## src/inc/drt_pkg.sv

```systemverilog
// Purpose: constants and types for the dual reload down-count timer
// Assumes: 16-bit register port, word-indexed addresses
// Notes: offsets are register indexes on the plain port
package drt_pkg;
	localparam int ADDR_W = 16;
	localparam int DATA_W = 16;
	localparam logic [15:0] OFS_PRESCALE = 16'hc030;
	localparam logic [15:0] OFS_RUN = 16'hc031;
	localparam logic [15:0] OFS_IRQ_STATUS = 16'hc032;
	localparam logic [15:0] OFS_IRQ_CLEAR = 16'hc033;
	localparam logic [15:0] OFS_T0_RELOAD_LO = 16'hc034;
	localparam logic [15:0] OFS_T0_RELOAD_HI = 16'hc035;
	localparam logic [15:0] OFS_T0_COUNT_LO = 16'hc036;
	localparam logic [15:0] OFS_T0_COUNT_HI = 16'hc037;
	localparam logic [15:0] OFS_T1_RELOAD_LO = 16'hc038;
	localparam logic [15:0] OFS_T1_RELOAD_HI = 16'hc039;
	localparam logic [15:0] OFS_T1_COUNT_LO = 16'hc03a;
	localparam logic [15:0] OFS_T1_COUNT_HI = 16'hc03b;
	localparam logic [15:0] OFS_IRQ_ENABLE = 16'hc03c;
	localparam int PRESCALE_W = 8;
	localparam int RUN_BIT_ZERO = 0;
	localparam int RUN_BIT_ONE = 1;
	localparam logic [7:0] PRESCALE_RESET = 8'h00;
	localparam logic [1:0] RUN_RESET = 2'h0;
	localparam logic [31:0] TIMER_RESET = 32'h0000_0000;
	localparam logic [15:0] READ_UNMAPPED = 16'h0000;

	typedef struct packed {
		logic [ADDR_W-1:0] addr;
		logic [DATA_W-1:0] wdata;
		logic wr;
		logic rd;
	} drt_bus_req_t;

	typedef enum logic [1:0] {
		DRT_IDLE = 2'b01,
		DRT_RUN = 2'b10
	} drt_state_t;
endpackage : drt_pkg

```

## src/rtl/drt_timer.sv

```systemverilog
// Purpose: two 32-bit down counters with shared prescaler and a reload value of their own each
// Assumes: single 20 MHz clock, 16-bit register port, read data one cycle later
// Notes: counter words written by software take effect at once
`timescale 1ns/1ps
`default_nettype none
// How it works
// - prescaler divides ref_clk by field plus one into one tick for both timers
// - run register bit 1 runs timer one, bit 0 runs timer zero
// - each timer keeps a 32-bit start value loaded on start or reload
// - interrupt period is start value plus one ticks
// - timer zero start value split low/high at two consecutive addresses
// - timer zero live counter halves readable and writable at consecutive addresses
// - timer one uses the next four addresses, same arrangement
// - reading counter halves returns the current count
// - counter write replaces count once, then reloads from start value
// - each timer raises its own request on underflow
// - on enable, load start value then decrement every tick
// - passing below zero signals, reloads and keeps counting while enabled
module drt_timer
	import drt_pkg::*;
(
	input wire logic ref_clk,
	input wire logic reset_n,
	input wire drt_bus_req_t bus_req,
	output logic [DATA_W-1:0] rd_data,
	output logic timer0_irq,
	output logic timer1_irq,
	output logic irq
);

	// configuration state
	logic [7:0] tick_prescale_field;
	logic [1:0] run_enable;
	logic run_bit_zero;
	logic run_bit_one;
	logic [1:0] irq_enable;
	logic [1:0] irq_status;

	// prescaler state
	logic [7:0] prescale_cnt;
	logic tick;

	// timer zero state
	logic [31:0] timer0_reload;
	logic [31:0] timer0_count;
	drt_state_t timer0_state;
	logic timer0_underflow;

	// timer one state
	logic [31:0] timer1_reload;
	logic [31:0] timer1_count;
	drt_state_t timer1_state;
	logic timer1_underflow;

	// decoded write strobes
	logic write_hi;
	logic wr_prescale;
	logic wr_run;
	logic wr_irq_enable;
	logic wr_irq_clear;
	logic wr_t0_reload;
	logic wr_t0_count;
	logic wr_t1_reload;
	logic wr_t1_count;

	// halves are written on their own, so a 32-bit update takes two writes
	function automatic logic [31:0] put_half(input logic [31:0] word, input logic hi, input logic [15:0] val);
		put_half = hi ? {val, word[15:0]} : {word[31:16], val};
	endfunction : put_half

	function automatic logic [15:0] get_half(input logic [31:0] word, input logic hi);
		get_half = hi ? word[31:16] : word[15:0];
	endfunction : get_half

	// true when the address names either half of the pair starting at base
	function automatic logic pair_hit(input logic [15:0] addr, input logic [15:0] base);
		pair_hit = (addr[15:1] == base[15:1]);
	endfunction : pair_hit

	// next counter value; a software write beats a tick in the same cycle
	function automatic logic [31:0] next_count_of(
		input drt_state_t st,
		input logic run,
		input logic wr,
		input logic hi,
		input logic [15:0] wdata,
		input logic tk,
		input logic [31:0] cnt,
		input logic [31:0] rl
	);
		logic [31:0] result;
		result = cnt;
		case (st)
			DRT_IDLE: begin
				if (wr) begin
					result = put_half(cnt, hi, wdata);
				end else if (run) begin
					result = rl;
				end
			end
			DRT_RUN: begin
				if (wr) begin
					result = put_half(cnt, hi, wdata);
				end else if (run && tk) begin
					if (cnt == 32'h0000_0000) begin
						result = rl;
					end else begin
						result = cnt - 32'h0000_0001;
					end
				end
			end
			default: begin
				result = cnt;
			end
		endcase
		next_count_of = result;
	endfunction : next_count_of

	// underflow is the tick that finds the count at zero while running
	function automatic logic wraps(
		input drt_state_t st,
		input logic run,
		input logic wr,
		input logic tk,
		input logic [31:0] cnt
	);
		wraps = (st == DRT_RUN) && run && !wr && tk && (cnt == 32'h0000_0000);
	endfunction : wraps

	// address decode
	assign write_hi = bus_req.addr[0];
	assign wr_prescale = bus_req.wr && (bus_req.addr == OFS_PRESCALE);
	assign wr_run = bus_req.wr && (bus_req.addr == OFS_RUN);
	assign wr_irq_enable = bus_req.wr && (bus_req.addr == OFS_IRQ_ENABLE);
	assign wr_irq_clear = bus_req.wr && (bus_req.addr == OFS_IRQ_CLEAR);
	assign wr_t0_reload = bus_req.wr && pair_hit(bus_req.addr, OFS_T0_RELOAD_LO);
	assign wr_t0_count = bus_req.wr && pair_hit(bus_req.addr, OFS_T0_COUNT_LO);
	assign wr_t1_reload = bus_req.wr && pair_hit(bus_req.addr, OFS_T1_RELOAD_LO);
	assign wr_t1_count = bus_req.wr && pair_hit(bus_req.addr, OFS_T1_COUNT_LO);
	assign run_bit_zero = run_enable[RUN_BIT_ZERO];
	assign run_bit_one = run_enable[RUN_BIT_ONE];

	// prescaler; a field change applies at once, a count at or past the new field wraps on the next cycle
	always_ff @(posedge ref_clk or negedge reset_n) begin
		if (!reset_n) begin
			prescale_cnt <= 8'h00;
			tick <= 1'b0;
		end else if (prescale_cnt >= tick_prescale_field) begin
			prescale_cnt <= 8'h00;
			tick <= 1'b1;
		end else begin
			prescale_cnt <= prescale_cnt + 8'h01;
			tick <= 1'b0;
		end
	end

	// prescale field
	always_ff @(posedge ref_clk or negedge reset_n) begin
		if (!reset_n) begin
			tick_prescale_field <= PRESCALE_RESET;
		end else if (wr_prescale) begin
			tick_prescale_field <= bus_req.wdata[7:0];
		end
	end

	// run bits
	always_ff @(posedge ref_clk or negedge reset_n) begin
		if (!reset_n) begin
			run_enable <= RUN_RESET;
		end else if (wr_run) begin
			run_enable <= bus_req.wdata[1:0];
		end
	end

	// interrupt enable
	always_ff @(posedge ref_clk or negedge reset_n) begin
		if (!reset_n) begin
			irq_enable <= 2'h0;
		end else if (wr_irq_enable) begin
			irq_enable <= bus_req.wdata[1:0];
		end
	end

	// timer zero start value
	always_ff @(posedge ref_clk or negedge reset_n) begin
		if (!reset_n) begin
			timer0_reload <= TIMER_RESET;
		end else if (wr_t0_reload) begin
			timer0_reload <= put_half(timer0_reload, write_hi, bus_req.wdata);
		end
	end

	// timer one start value
	always_ff @(posedge ref_clk or negedge reset_n) begin
		if (!reset_n) begin
			timer1_reload <= TIMER_RESET;
		end else if (wr_t1_reload) begin
			timer1_reload <= put_half(timer1_reload, write_hi, bus_req.wdata);
		end
	end

	// timer zero run state; a counter write while idle delays the start by a cycle
	always_ff @(posedge ref_clk or negedge reset_n) begin
		if (!reset_n) begin
			timer0_state <= DRT_IDLE;
		end else begin
			case (timer0_state)
				DRT_IDLE: begin
					if (run_bit_zero && !wr_t0_count) begin
						timer0_state <= DRT_RUN;
					end
				end
				DRT_RUN: begin
					if (!run_bit_zero) begin
						timer0_state <= DRT_IDLE;
					end
				end
				default: begin
					timer0_state <= DRT_IDLE;
				end
			endcase
		end
	end

	// timer one run state
	always_ff @(posedge ref_clk or negedge reset_n) begin
		if (!reset_n) begin
			timer1_state <= DRT_IDLE;
		end else begin
			case (timer1_state)
				DRT_IDLE: begin
					if (run_bit_one && !wr_t1_count) begin
						timer1_state <= DRT_RUN;
					end
				end
				DRT_RUN: begin
					if (!run_bit_one) begin
						timer1_state <= DRT_IDLE;
					end
				end
				default: begin
					timer1_state <= DRT_IDLE;
				end
			endcase
		end
	end

	// timer zero counter; held while idle
	always_ff @(posedge ref_clk or negedge reset_n) begin
		if (!reset_n) begin
			timer0_count <= TIMER_RESET;
		end else begin
			timer0_count <= next_count_of(timer0_state, run_bit_zero, wr_t0_count, write_hi,
				bus_req.wdata, tick, timer0_count, timer0_reload);
		end
	end

	// timer one counter; held while idle
	always_ff @(posedge ref_clk or negedge reset_n) begin
		if (!reset_n) begin
			timer1_count <= TIMER_RESET;
		end else begin
			timer1_count <= next_count_of(timer1_state, run_bit_one, wr_t1_count, write_hi,
				bus_req.wdata, tick, timer1_count, timer1_reload);
		end
	end

	// timer zero underflow event
	always_ff @(posedge ref_clk or negedge reset_n) begin
		if (!reset_n) begin
			timer0_underflow <= 1'b0;
		end else begin
			timer0_underflow <= wraps(timer0_state, run_bit_zero, wr_t0_count, tick, timer0_count);
		end
	end

	// timer one underflow event
	always_ff @(posedge ref_clk or negedge reset_n) begin
		if (!reset_n) begin
			timer1_underflow <= 1'b0;
		end else begin
			timer1_underflow <= wraps(timer1_state, run_bit_one, wr_t1_count, tick, timer1_count);
		end
	end

	// request pulses straight from flops, one cycle after the underflow
	always_ff @(posedge ref_clk or negedge reset_n) begin
		if (!reset_n) begin
			timer0_irq <= 1'b0;
		end else begin
			timer0_irq <= timer0_underflow;
		end
	end

	always_ff @(posedge ref_clk or negedge reset_n) begin
		if (!reset_n) begin
			timer1_irq <= 1'b0;
		end else begin
			timer1_irq <= timer1_underflow;
		end
	end

	// sticky status; a new event wins over a clear in the same cycle
	always_ff @(posedge ref_clk or negedge reset_n) begin
		if (!reset_n) begin
			irq_status <= 2'h0;
		end else if (wr_irq_clear) begin
			irq_status <= (irq_status & ~bus_req.wdata[1:0]) | {timer1_underflow, timer0_underflow};
		end else begin
			irq_status <= irq_status | {timer1_underflow, timer0_underflow};
		end
	end

	// level request; lags the status by one cycle to stay a plain flop output
	always_ff @(posedge ref_clk or negedge reset_n) begin
		if (!reset_n) begin
			irq <= 1'b0;
		end else begin
			irq <= |(irq_status & irq_enable);
		end
	end

	// read port, data valid the cycle after the strobe and zero otherwise
	always_ff @(posedge ref_clk or negedge reset_n) begin
		if (!reset_n) begin
			rd_data <= READ_UNMAPPED;
		end else if (bus_req.rd) begin
			case (bus_req.addr)
				OFS_PRESCALE: begin
					rd_data <= {8'h00, tick_prescale_field};
				end
				OFS_RUN: begin
					rd_data <= {14'h0, run_enable};
				end
				OFS_IRQ_STATUS: begin
					rd_data <= {14'h0, irq_status};
				end
				OFS_IRQ_ENABLE: begin
					rd_data <= {14'h0, irq_enable};
				end
				OFS_T0_RELOAD_LO, OFS_T0_RELOAD_HI: begin
					rd_data <= get_half(timer0_reload, bus_req.addr[0]);
				end
				OFS_T0_COUNT_LO, OFS_T0_COUNT_HI: begin
					rd_data <= get_half(timer0_count, bus_req.addr[0]);
				end
				OFS_T1_RELOAD_LO, OFS_T1_RELOAD_HI: begin
					rd_data <= get_half(timer1_reload, bus_req.addr[0]);
				end
				OFS_T1_COUNT_LO, OFS_T1_COUNT_HI: begin
					rd_data <= get_half(timer1_count, bus_req.addr[0]);
				end
				default: begin
					rd_data <= READ_UNMAPPED;
				end
			endcase
		end else begin
			rd_data <= READ_UNMAPPED;
		end
	end

endmodule : drt_timer
`default_nettype wire

```

## config.mk

```make
export PLATFORM = sky130hd
export DESIGN_NAME = drt_timer
export DESIGN_NICKNAME = d
export VERILOG_FILES = /design/src/inc/drt_pkg.sv /design/src/rtl/drt_timer.sv
export SDC_FILE = /design/constraint.sdc
export NUM_CORES = 1
export LEC_CHECK = 0
export BUFFER_PORTS_ARGS = -buffer_cell sky130_fd_sc_hd__buf_2
export CORE_MARGIN = 10
export CORE_UTILIZATION = 30
export CTS_CLUSTER_DIAMETER = 50
export DETAILED_ROUTE_END_ITERATION = 8
export HOLD_SLACK_MARGIN = 0.03
export PLACE_DENSITY = 0.42
export SYNTH_ARGS = -nofsm -noshare
export SYNTH_HDL_FRONTEND = slang
export SYNTH_SLANG_ARGS = --single-unit
```

## constraint.sdc

```tcl
create_clock -name ref_clk -period 3.1 [get_ports ref_clk]
set_clock_uncertainty 0.2 [all_clocks]
set_input_delay 0.31 -clock ref_clk [delete_from_list [all_inputs] [get_ports ref_clk]]
set_output_delay 0.31 -clock ref_clk [all_outputs]
set_load 0.005 [all_outputs]
```

Word level (Yosys, flattened, before mapping). Cells that the tools add are included.

Bits in registers: 176. Output and inout port bits: 19. Input bits: 36. Word-level logic and storage cells: 127.

$add $sub $neg: 3. Magnitude comparators: 1. Reductions and logical operators: 39. Multiplexer cells: 29. Bitwise gates (word level): 6. Equal/unequal tests: 29.

Operators by type and width (number): $mux 32 (12); $eq 16x16->1 const B (13); $pmux 16 s8 (1); $pmux 32 s2 (2); $mux 16 (5); $logic_not 32->1 (2); $sub 32x1->32 const B (2); $eq 15x15->1 const B (4); $logic_and 1x1->1 (20); $ne 3x3->1 const B (4); $reduce_and 2->1 (6); $mux 2 (5); $reduce_or 2->1 (5); $add 8x1->8 const B (1); $ge 8x8->1 (1); $mux 8 (1); $ne 2x2->1 const B (4); $pmux 2 s2 (2); $reduce_and 3->1 (2); $and 2x2->2 (2); $eq 2x1->1 const B (2); $eq 2x2->1 const B (2); $or 2x2->2 (2); $reduce_bool 2->1 (2); 4 further kinds (5).

Depth between registers and ports, before layout.
Depth in word-level cells: 6. Mapped depth: 9. Depth with buffers taken out: 8.

Worst setup path before layout. Ideal clock, no wire load.

Kind: input port to flip-flop. Start: input bus_req[25] in the netlist's numbering. End: register timer0_reload[10]. Arrival time: 2.500 ns. Cell stages on the path: 8. Slack: 0.275 ns. Required time: 2.775 ns. Path buffers: 3. Library setup time: 0.125 ns. Path through: or4_1 buf_2 nor3_1 buf_2 nand2_1 nor3_2 buf_4 mux2_2.

Word-level cells in the longest chain between the ends: 3.

Ends and longest elaborated chain: from (decl) (RTL line drt_timer.sv:24) `input wire drt_bus_req_t bus_req,`; $eq 15x15->1 (RTL line drt_timer.sv:77) `pair_hit = (addr[15:1] == base[15:1]);`; $logic_and 1x1->1 (RTL line drt_timer.sv:136) `assign wr_t0_reload = bus_req.wr && pair_hit(bus_req.addr, OFS_T0_RELOAD_LO);`; $reduce_and 2->1 (no source line); to (signal assigned) (RTL line drt_timer.sv:189) `timer0_reload <= put_half(timer0_reload, write_hi, bus_req.wdata);`; to (decl) (RTL line drt_timer.sv:44) `logic [31:0] timer0_reload;`.

No other way between the ends. A chain may end at the register's enable or synchronous reset.

Final worst setup path.
Start: register timer1_count[27]. End: register timer1_count[27].

Word-level cells in the longest chain between the ends: 5. Elaborated cells on any way between the ends: 8. Those cells by class: add/sub: 1; mux: 6; reduce/logical: 1.

Ends and longest elaborated chain: from (decl) (RTL line drt_timer.sv:51) `logic [31:0] timer1_count;`; from (signal assigned) (RTL line drt_timer.sv:263) `timer1_count <= next_count_of(timer1_state, run_bit_one, wr_t1_count, write_hi,`; $sub 32x1->32 / $logic_not 32->1 (equally long branches) (RTL line drt_timer.sv:108, drt_timer.sv:105); $mux 32 (RTL line drt_timer.sv:105) `if (cnt == 32'h0000_0000) begin`; $mux 32 (RTL line drt_timer.sv:104) `end else if (run && tk) begin`; $mux 32 (RTL line drt_timer.sv:102) `if (wr) begin`; $pmux 32 s2 (*) (RTL line drt_timer.sv:93) `case (st)`.

Every way passes the cells marked *; elsewhere a longest branch is shown, timed or not. The select of a mux whose other input is x is not followed.

==> impl_metrics.csv <==
group,metric,value,unit
power,ir_worst_vdd,0.396,mV
global_routing,use_met1,0.258,
floorplanning,die_w,207,µm
global_routing,grt_pass1_vias,9053,
clock_network,cts_resized,0,
timing,period_share,0.947,
clock_network,cts_num_sinks,176,
yosys,synth.largest_area_cell,"dfrtp_1",
yosys,synth_nets,1086,
critical_path,reg2reg_depth,6,
placement,io_buffers,54,
placement,gp_congestion,0.875,
final_layout,finalInstanceArea,12600,µm²
yosys,ys_warn_count,0,
timing,relSlewSlack,0.529,
timing,slew_violations,0,
global_routing,grt_pass1_wl,60300,µm
clock_network,cts_buffers,17,
global_routing,grt_max_degree,67,
yosys,synth_cell_types,75,
floorplanning,dieHeight,207,µm
floorplanning,die_area,42900,µm²
timing,hold_viol,0,
drt,num_vias,9025,
yosys,async_reset_ff_frac,1.00,
clock_network,clk_latency,0.45,ns
global_routing,grtUsageTotal,0.180,
final_layout,drive_above_1_share,0.249,
yosys,netlist_area,10500,µm²
global_routing,busiest_layer,"met2",
global_routing,grt_overflow,0,
timing,fmax,341,MHz
drt,drtPass1Iterations,5,
critical_path,crit_type,"flip-flop to flip-flop",
clock_network,cts_tree,"yes",
yosys,ys_ff_latch,176,
timing,setup_ws,0.165,ns
drt,drt_iter0_drc,948,
global_routing,met2_usage,0.273,
drt,drt-wirelength-per-cell,24.4,µm
floorplanning,fp-row-count,68,
clock_network,post-cts-setup-buffers,0,
yosys,synth.top_cell.area_share,0.414,
placement,dpl_worst_slack,-0.0453,ns
yosys,synthTopCellsByArea,"dfrtp_1 41%, mux2_2 7.7%, mux4_2 4.3%",
yosys,synth_seq_area_share,0.419,
yosys,synthFlopType,"dfrtp_1",
timing,setup_viol,0,
clock_network,htree_levels,4,
yosys,syn_avg_cell_area,10.1,µm²
timing,min_period,2.94,ns
timing,final.setup.tns,0,ns
clock_network,clk_pin_slew,0.07,ns
critical_path,required,3.24,ns
global_routing,gr-usage-met3,0.0313,
placement,hpwl,28500,µm
critical_path,cp-end-kind,"flip-flop",
floorplanning,start_util,0.304,
final_layout,final_nets,1188,
global_routing,antenna_found_initial,2,
drt,ant_nets,0,
power,power,0.00496,W
final_layout,area_growth,19.7,%
floorplanning,core_area,34500,µm²
drt,drc,0,
placement,postPlaceCellArea,11900,µm²
floorplanning,ios,55,
worst_hold_path,hp-class,"input pin to flip-flop",
power,p_leak,5.65,nW
timing,rsz0062_at_grt,"false",
power,power_density,394,nW/µm²
critical_path,critPathMaxFanout,9,
drt,via_per_inst,5.61,
clock_network,cts_buffer_depth,2,
yosys,synth-edff-count,0,
drt,wl,39200,µm
final_layout,fin_util,0.364,
clock_network,cts-root-buf,"clkbuf_16",
yosys,syn_inst,1037,
timing,worstMarginPinSlew,0.704,ns
worst_hold_path,whs_path_depth,3,
critical_path,startpoint_type,"flip-flop",
job,drv_cap,0,
critical_path,crit_arrival,3.08,ns
run_status,status,"complete, no violations",
timing repair:
action / CTS / global route
hold buffers: 5 / 0
setup endpoints to repair: 0 / 0
endpoints found under the hold margin: 65 / 0
layout by cell type, fill, tap and decap left out, types with 17 or more instances in the layout:
master / synthesis / routed
a21oi_1: 56 / 56
buf_2: 13 / 52
buf_4: 2 / 76
clkbuf_16: 0 / 17
dfrtp_1: 174 / 174
inv_1: 22 / 22
mux2_2: 72 / 72
mux2i_1: 43 / 43
mux4_2: 20 / 20
nand2_1: 67 / 67
nand3_1: 35 / 35
nor2_1: 61 / 61
nor3_1: 36 / 36
nor4_1: 21 / 20
o21ai_0: 41 / 41
o22ai_1: 26 / 26
xnor2_1: 23 / 23
xor2_1: 25 / 25
final timing paths:
kind / start / end / slack [ns]
hold reg to reg: timer0_underflow / timer0_irq / 0.22
hold / removal: bus_req[5] / timer0_count[3] / 0.06
min in group asynchronous: reset_n / tick / 0.22
max in group asynchronous: reset_n / timer0_reload[23] / 1.64
setup reg to reg: timer1_count[27] / timer1_count[27] / 0.16
setup / recovery: timer1_count[27] / timer1_count[27] / 0.16
power breakdown:
group,internal (W),switching [W]
combinational,0.000100,0.000221
sequential,0.00230,0.00000710
clock,0.00132,0.00101
total,0.00372,0.00124
worst max-delay path, cell delays in order, from the launching register on:
cell and delay, ns:
dfrtp_1 0.43, or4_4 0.59, or4_4 0.49, nor4_4 0.33, nor2_2 0.20, or3_1 0.34
a32o_1 0.24
through the flow:
stage | hold slack, ns | cells
final | 0.0650 | 1608
after global routing | 0.0622 | 1607
after CTS | 0.0487 | 1607
after detailed placement | 0.189 | 1570
after global placement | 0.184 | 1570
after floorplan | -0.186 | 1037
cell usage after synthesis (all sizes together), types with 11 or more instances:
master	n
a211oi	14
a21oi	56
a22oi	11
buf	21
clkbuf	42
dfrtp	174
ha	13
inv	22
mux2	72
mux2i	43
mux4	20
nand2	67
nand2b	14
nand3	35
nor2	62
nor2b	12
nor3	39
nor4	27
o21ai	47
o221ai	11
o22ai	26
or3	14
or4	11
xnor2	23
xor2	25
flip-flops by register name, summed over array words and instances, names as in the netlist, 8 cells and up:
name,flops
timer0_count,32
rd_data,16
prescale_cnt,8
tick_prescale_field,8
timer1_reload,32
timer1_count,32
timer0_reload,32
metal layers:
| metal | vias to the layer above | wire length (µm) | share of wire |
|---|---|---|---|
| met5 | - | 13 | 0.00033 |
| met2 | 271 | 17600 | 0.45 |
| met4 | 2 | 569 | 0.015 |
| met3 | 33 | 2050 | 0.052 |
| met1 | 4574 | 19000 | 0.48 |
| li1 | 4145 | - | - |
layout make-up:
type / count / area (µm²)
Timing Repair Buffer: 146 / 1130
Clock inverter: 11 / 153
Multi-Input combinational cell: 776 / 5770
Fill cell: 3531 / 22000
Antenna cell: 1 / 2.50
Inverter: 22 / 82.6
Sequential cell: 176 / 4410
Clock buffer: 21 / 460
Tap cell: 455 / 569
cells by family after synthesis:
group                      share of synthesized area
AOI/OAI and AO/OA                              0.158
xor gates and xnor gates                      0.0400
adders and majority gates                     0.0155
buffers and inverters                         0.0327
DFF                                            0.419
muxes                                          0.161
and+or+nand+nor                                0.174
Power figures use the tool's default switching activity.
